$ cat src/shared/eac_pkg.sv
// package: register map, fields and timing of the eeprom access control
package eac_pkg;
  localparam int unsigned CLK_MHZ        = 250;
  localparam int unsigned OSC_MHZ        = 1;
  localparam int unsigned WRITE_OSC_CYC  = 8448;
  localparam int unsigned OSC_DIV        = CLK_MHZ / OSC_MHZ;
  localparam int unsigned ARM_CYC        = 4;
  localparam int unsigned WSTALL_CYC     = 2;
  localparam int unsigned RSTALL_CYC     = 4;
  localparam int unsigned ADDR_W         = 9;
  localparam int unsigned DATA_W         = 8;
  localparam int unsigned DEPTH          = 512;
  localparam logic [1:0] SEL_DATA        = 2'h0;
  localparam logic [1:0] SEL_CTRL        = 2'h1;
  localparam logic [1:0] SEL_ADDR        = 2'h2;
  localparam int unsigned BIT_RDY_IE     = 3;
  localparam int unsigned BIT_ARM        = 2;
  localparam int unsigned BIT_WSTB       = 1;
  localparam int unsigned BIT_RSTB       = 0;
  localparam logic [7:0] CTRL_RESET      = 8'h00;
endpackage

$ cat src/shared/eac_if.sv
// interface: register port between processor-side host and eeprom device
`timescale 1ns/1ns
interface eac_if;
  import eac_pkg::*;
  logic        wr_en;
  logic        rd_en;
  logic [1:0]  sel;
  logic [8:0]  wdata;
  logic [8:0]  rdata;
  logic        stall;
  logic        ready_irq;
  modport device (input wr_en, rd_en, sel, wdata, output rdata, stall, ready_irq);
  modport host   (output wr_en, rd_en, sel, wdata, input rdata, stall, ready_irq);
endinterface

$ cat src/core/eac_device.sv
// module: eeprom access control, device end with storage and write timer
`timescale 1ns/1ns
module eac_device
  import eac_pkg::*;
#(
  parameter int unsigned WRITE_CYC = WRITE_OSC_CYC * OSC_DIV
) (
  input  wire logic mclk,
  input  wire logic arst_n,
  eac_if.device     bus,
  input  wire logic global_irq_en,
  output logic      write_busy
);

  // ****************************************
  // state
  // ****************************************
  typedef struct packed {
    logic [7:0]  data;
    logic [8:0]  addr;
    logic        rdy_ie;
    logic        arm;
    logic [2:0]  arm_cnt;
    logic        wstb;
    logic [23:0] wcnt;
    logic [2:0]  stall_cnt;
    logic        stall;
    logic [8:0]  rdata;
    logic        irq;
    logic        wr_go;
  } eac_dev_st_t;

  eac_dev_st_t st_q;
  eac_dev_st_t st_d;
  logic [7:0]  mem [DEPTH];
  logic [7:0]  ctrl_rd;

  // ****************************************
  // next state
  // ****************************************
  always_comb begin
    st_d = st_q;
    st_d.wr_go = 1'b0;
    if (st_q.stall_cnt != 3'h0) begin
      st_d.stall_cnt = st_q.stall_cnt - 3'h1;
    end
    if (st_q.arm) begin
      if (st_q.arm_cnt == 3'(ARM_CYC - 1)) begin
        st_d.arm = 1'b0;
      end else begin
        st_d.arm_cnt = st_q.arm_cnt + 3'h1;
      end
    end
    if (st_q.wstb) begin
      // single-clock counter, stands for the 1 MHz oscillator count
      if (st_q.wcnt == 24'(WRITE_CYC - 1)) begin
        st_d.wstb = 1'b0;
        st_d.wr_go = 1'b1;
      end else begin
        st_d.wcnt = st_q.wcnt + 24'h1;
      end
    end
    if (bus.wr_en) begin
      case (bus.sel)
        SEL_DATA: st_d.data = bus.wdata[7:0];
        SEL_ADDR: begin
          if (!st_q.wstb) begin
            st_d.addr = bus.wdata[8:0];
          end
        end
        SEL_CTRL: begin
          st_d.rdy_ie = bus.wdata[BIT_RDY_IE];
          if (bus.wdata[BIT_ARM] && !bus.wdata[BIT_WSTB]) begin
            st_d.arm = 1'b1;
            st_d.arm_cnt = 3'h0;
          end
          if (bus.wdata[BIT_WSTB] && st_q.arm && !st_q.wstb) begin
            st_d.wstb = 1'b1;
            st_d.wcnt = 24'h0;
            st_d.arm = 1'b0;
            st_d.stall_cnt = 3'(WSTALL_CYC);
          end
          if (bus.wdata[BIT_RSTB] && !st_q.wstb) begin
            st_d.data = mem[st_q.addr];
            st_d.stall_cnt = 3'(RSTALL_CYC);
          end
        end
        default: st_d.data = st_q.data;
      endcase
    end
    case (bus.sel)
      SEL_DATA: st_d.rdata = {1'b0, st_d.data};
      SEL_CTRL: st_d.rdata = {1'b0, ctrl_rd};
      SEL_ADDR: st_d.rdata = st_d.addr;
      default:  st_d.rdata = 9'h000;
    endcase
    st_d.irq = st_d.rdy_ie && global_irq_en && !st_d.wstb;
    // stall registered so the core sees a clean level, not a compare
    st_d.stall = st_d.stall_cnt != 3'h0;
  end

  // reserved bits fixed at zero
  assign ctrl_rd = {4'h0, st_d.rdy_ie, st_d.arm, st_d.wstb, 1'b0};

  // ****************************************
  // registers
  // ****************************************
  // arst_n covers registers only; a real part keeps the timer on its own
  // always-on reset so a core reset cannot abort a write
  always_ff @(posedge mclk or negedge arst_n) begin
    if (!arst_n) begin
      st_q <= '0;
    end else begin
      st_q <= st_d;
    end
  end

  always_ff @(posedge mclk) begin
    if (st_q.wr_go) begin
      mem[st_q.addr] <= st_q.data;
    end
  end

  assign bus.rdata     = st_q.rdata;
  assign bus.stall     = st_q.stall;
  assign bus.ready_irq = st_q.irq;
  assign write_busy    = st_q.wstb;
endmodule

$ cat src/flat_wrapper.sv
// flat-port wrapper written by rule: the top's interface ports become plain ports
module eac_device_flat import eac_pkg::*;
#(
  parameter int unsigned WRITE_CYC = WRITE_OSC_CYC * OSC_DIV
)
  (mclk, arst_n, global_irq_en, write_busy, bus_wr_en, bus_rd_en, bus_sel, bus_wdata, bus_rdata, bus_stall, bus_ready_irq);
  eac_if bus_i ();
  input  wire logic mclk;
  input  wire logic arst_n;
  input  wire logic global_irq_en;
  output logic write_busy;
  input wire logic [$bits(bus_i.wr_en)-1:0] bus_wr_en;
  input wire logic [$bits(bus_i.rd_en)-1:0] bus_rd_en;
  input wire logic [$bits(bus_i.sel)-1:0] bus_sel;
  input wire logic [$bits(bus_i.wdata)-1:0] bus_wdata;
  output wire logic [$bits(bus_i.rdata)-1:0] bus_rdata;
  output wire logic [$bits(bus_i.stall)-1:0] bus_stall;
  output wire logic [$bits(bus_i.ready_irq)-1:0] bus_ready_irq;
  assign bus_i.wr_en = bus_wr_en;
  assign bus_i.rd_en = bus_rd_en;
  assign bus_i.sel = bus_sel;
  assign bus_i.wdata = bus_wdata;
  assign bus_rdata = bus_i.rdata;
  assign bus_stall = bus_i.stall;
  assign bus_ready_irq = bus_i.ready_irq;
  eac_device #(.WRITE_CYC(WRITE_CYC)) u_core (.mclk(mclk), .arst_n(arst_n), .bus(bus_i), .global_irq_en(global_irq_en), .write_busy(write_busy));
endmodule
$ cat config.mk
export PLATFORM = sky130hd
export DESIGN_NAME = eac_device_flat
export DESIGN_NICKNAME = d
export VERILOG_FILES = /design/src/shared/eac_pkg.sv /design/src/shared/eac_if.sv /design/src/core/eac_device.sv /design/src/flat_wrapper.sv
export SDC_FILE = /design/constraint.sdc
export NUM_CORES = 2
export LEC_CHECK = 0
export BUFFER_PORTS_ARGS = -buffer_cell sky130_fd_sc_hd__buf_2
export CAP_MARGIN = 20
export CORE_MARGIN = 2
export CORE_UTILIZATION = 40
export CTS_CLUSTER_SIZE = 16
export DETAILED_ROUTE_END_ITERATION = 16
export PLACE_DENSITY = 0.67
export SYNTH_ARGS = -nofsm -noshare
export SYNTH_HDL_FRONTEND = slang
export SYNTH_SLANG_ARGS = --single-unit
$ cat constraint.sdc
create_clock -name mclk -period 7.3 [get_ports mclk]
set_input_delay 1.095 -clock mclk [delete_from_list [all_inputs] [get_ports mclk]]
set_output_delay 1.095 -clock mclk [all_outputs]
set_load 0.005 [all_outputs]
; Word level (Yosys, flattened, before mapping)
; Memories as Yosys holds them, arrays and structs flattened.
; Cells that the tools add are included.
[word_totals]
register_bits = 62
ram_bits = 4096
in_bits = 16
out_inout_bits = 12
wordCells = 54
mem_count = 1
[mem_list]
columns = name, words, width, read_ports, rd_clocked_by_memory_dff, write_ports, line_no
row1 = u_core.mem, 512, 8, 1, 0, 1, eac_device.sv:35  ; logic [7:0] mem [DEPTH];
[op_classes]
add_sub_neg = 3
n_eq_ne = 4
mux = 22
reduce_logical = 12
[op_table]
columns = op, n
row1 = 50-bit 2-to-1 mux, 1
row2 = 33-bit 2-to-1 mux, 1
row3 = 28-bit 2-to-1 mux, 1
row4 = 9-bit case mux with 3 select lines, 1
row5 = 25-bit 2-to-1 mux, 1
row6 = "24-bit by 1-bit adder with 24-bit output, second input constant", 1
row7 = "24-bit by 22-bit == test with 1-bit output, second input constant", 1
row8 = 24-bit 2-to-1 mux, 1
row9 = 9-bit 2-to-1 mux, 2
row10 = 8-bit case mux with 2 select lines, 1
row11 = 3-bit 2-to-1 mux, 3
row12 = 4-bit 2-to-1 mux, 2
row13 = 8-bit 2-to-1 mux, 1
row14 = 1-bit 2-to-1 mux, 7
row15 = 1-bit logical AND, 6
row16 = 3-bit nonzero test, 2
row17 = "3-bit by 1-bit adder with 3-bit output, second input constant", 1
row18 = "3-bit by 2-bit == test with 1-bit output, second input constant", 1
row19 = 1-bit logical NOT, 3
row20 = "3-bit by 1-bit subtractor with 3-bit output, second input constant", 1
row21 = "2-bit by 1-bit == test with 1-bit output, second input constant", 1
row22 = "2-bit == test, second input constant", 1
row23 = 2-bit logical NOT, 1

; Depth between registers and ports, before layout
[depth]
word_depth = 9
depth_mapped = 14
mapped_depth_nobuf = 9

; Least setup slack after synthesis
; OpenSTA, ideal clock, no wires.
[synth_timing]
path_kind = flip-flop to flip-flop
from = register u_core.st_q[60] (netlist bit)
to = register u_core.st_q[60] (netlist bit)
setup_ps = 105
arrival_time_ps = 7558
required_ps = 7195
setup_slack_ps = -363
path_stages_with_launch = 8
n_path_buf = 0
synth_period_minus_slack_ps = 7663
cell_sequence = dfrtp_1 -> a221oi_1 -> nand4_1 -> a311oi_1 -> o2111ai_1 -> a2111oi_0 -> and3_1 -> a21oi_1
[synth_lines]
columns = element, line_no
row1 = "start, declared", eac_device.sv:33  ; eac_dev_st_t st_q;
row2 = "start signal, assigned", eac_device.sv:114  ; st_q <= st_d;

==> out/results.txt <==
Critical path peak fanout: 42
Most frequent cells in the layout: edfxtp_1, mux4_2, nor2_1
FF-to-FF End: u_core.st_q[56]$_DFF_PN0_
Final setup fails: 0
Vias in the first global route: 82750
Total CTS buffers: 411
Max frequency: 0.1894 GHz
RSZ-0062 raised after global routing: no
Post-Layout Cell Count: 13890
Clock slew at reported path FFs: 60 ps
CTS tree: done
Share of cells above drive strength 1: 21.48%
Sequential-to-total area share from yosys stat: 76.99%
Drt via density: 6.171
Placed instance count: 13110
Clock sinks: 4158
Worst setup EP type: flop
Chip width: 639.9 µm
Root Buffer: clkbuf_16
I/O pin total: 28
VDD IR max: 200.8 µV
Area grow syn2layout: 12.72%
Total Routing Usage GR: 23.22%
Critical Path AT: 6130 ps
TNS Setup: 0 ps
Setup Fix Bufs, Post-CTS: 0
Dpl cell area: 168900 µm²
Initial antenna violation count: 29
Vias post-DR: 85720
Tcrit/Tclk final: 72.31%
PD cells: 279.4 nW/µm²
Worst R2R Setup Slack: 2020 ps
Pre-Repair DR Iteration Count: 9
Max Cap Viol: 0
Largest net degree at the start of global routing: 241
Data required time of the critical path: 8150 ps
DRT Wirelength: 485300 µm
Nets: 8148
H-tree lvl count: 5
Crit path to: u_core.st_q[56]$_DFF_PN0_
Beginning of the critical path: u_core.st_q[46]$_DFF_PN0_
Row count: 233
Fin. max-slew vios: 0
Flops & latches, synth: 4158
Bufs on Longest Clock Path: 4
Hold Path Class: in2async
Global-route wire length before repair: 665500 µm
Reg2reg path depth: 9
Worst flop-to-flop path startpoint: u_core.st_q[46]$_DFF_PN0_
HPWL after DPL: 302000 µm
Die height: 639.9 µm
Number of flops mapped to enable cells by yosys: 4096
Max_slew headroom: 9.288%
WL/cell: 34.94 µm
Finished Core Util: 45.29%
Full die area: 409500 µm²
Setup CP Type: reg2reg
Commonest non-fill, non-tap cell in the layout: edfxtp_1
LEAKAGE: 54.90 nW
Final hold vios: 0
Status: finished, final reports clean
Mapped Cells: 7931
Antenna-violating nets left: 0
Iteration-0 DRC Markers: 14130
Main synth FF type: edfxtp_1
Placer Congestion: 0.9720
Fin Clk Skew: 72.81 ps
PostCTS Resize Cnt: 0
Crit start category: flop
Area of the mapped netlist: 161800 µm²
Clock latency on the worst-skew pair: 990 ps
Fin area: 182300 µm²
Initial Util: 40.18%
GR Overflow Total: 0
Shortest period the worst path allows: 5278 ps
Yosys warning count: 0
Core Region: 402600 µm²
FFs w/ async S/R, synth: 1.491%
PortBufs: 26
Worst slew pin tran: 1361 ps
CTS Hold Bufs: 0
Syn_nets: 7951
Distinct cells, synth: 82
Synth Area per Inst: 20.40 µm²
Residual DRC: 0
## state kept, by name, indices dropped and copies added (netlist names)
name                  cells
u_core.bus.rdata          9
u_core.st_q              50
u_core.write_busy         1
u_core.bus.ready_irq      1
u_core.mem             4096
u_core.bus.stall          1
## synth_stat cells, types with 7 or more instances
master	number	area share [%]
edfxtp_1	4096	76
mux4_2	874	12
nor2_1	642	1.5
mux2i_1	449	2.8
nand2_1	257	0.60
clkbuf_1	203	0.47
buf_2	198	0.61
a22oi_1	183	0.85
nand3_1	128	0.40
a21oi_1	73	0.23
o22ai_1	70	0.27
dfrtp_1	62	0.96
a221oi_1	60	0.32
buf_4	55	0.26
a31oi_1	53	0.20
nand4_1	52	0.20
o21ai_0	46	0.14
buf_1	33	0.077
nor3_1	28	0.087
and3_1	23	0.089
a211oi_1	22	0.10
a32oi_1	20	0.11
nor2b_1	20	0.077
xor2_1	20	0.11
nor4_1	18	0.070
a22o_1	17	0.092
buf_6	17	0.12
mux2_2	17	0.12
a2111oi_0	16	0.087
nand2b_1	11	0.043
inv_1	10	0.023
o311ai_0	10	0.054
and4_1	8	0.043
o211ai_1	8	0.037
o22a_1	7	0.038
## metal layers
metal,vias to the layer above,routed length [µm],track usage [%]
met5,-,107,0
met2,6153,218300,34.76
met1,45160,172100,30.30
met4,14,29560,12.02
met3,1118,65140,7.580
li1,33270,-,-
## where the power goes
group	leakage (nW)	switching [mW]	internal [mW]	total [mW]
Sequential	37.4	0.164	27.2	27.3
Combinational	11.0	2.05	0.580	2.63
Clock	6.43	9.19	11.8	21.0
Total	54.9	11.4	39.5	50.9
## cells by family after synthesis
group | synth area share [%]
xor gates and xnor gates | 0.1354
DFF | 76.99
buffers and inverters | 1.569
adders and majority gates | 0.03094
muxes | 15.06
AOI/OAI and AO/OA | 2.864
and+or+nand+nor | 3.344
## area by class of cell
class / instances / area (µm²)
multi-input cells: 3252 / 35010
well taps: 5405 / 6763
clock inverters: 250 / 2590
clock buffers: 498 / 10650
inverters: 15 / 66.31
diodes: 21 / 52.55
fillers: 33070 / 220300
repair buffers: 290 / 2606
flip-flops and latches: 4158 / 124600
## worst max-delay path: stages (launching register included)
cell and delay [ps]:
dfrtp_4 1190, buf_4 670, buf_4 660, mux4_2 550, a22oi_1 260, nor2_1 60, a211oi_1 840, nand4_1 290
nor4_1 370, o22ai_1 110
## per-stage QoR
stage	hold slack (ps)	setup slack, ps	power [mW]
final	228.6	2022	50.94
after global routing	271.8	1980	52.03
after CTS	192.8	2204	50.93
after detailed placement	516.5	2228	30.38
after global placement	508.8	2283	30.25
after floorplan	470.9	-185.9	29.51
## worst min-delay path by stage
| stage | to | slack (ps) | cells past startpoint |
|---|---|---|---|
| finish | u_core.bus.rdata[8]$_DFF_PN0_ | 230 | 1 |
| global route | u_core.bus.rdata[4]$_DFF_PN0_ | 270 | 1 |
| CTS | u_core.bus.rdata[4]$_DFF_PN0_ | 190 | 1 |
| detailed placement | u_core.st_q[42]$_DFF_PN0_ | 520 | 1 |
| global placement | u_core.st_q[42]$_DFF_PN0_ | 510 | 1 |
| floorplan | u_core.st_q[42]$_DFF_PN0_ | 470 | 1 |
Note: power is estimated with default switching activity, not from simulation.
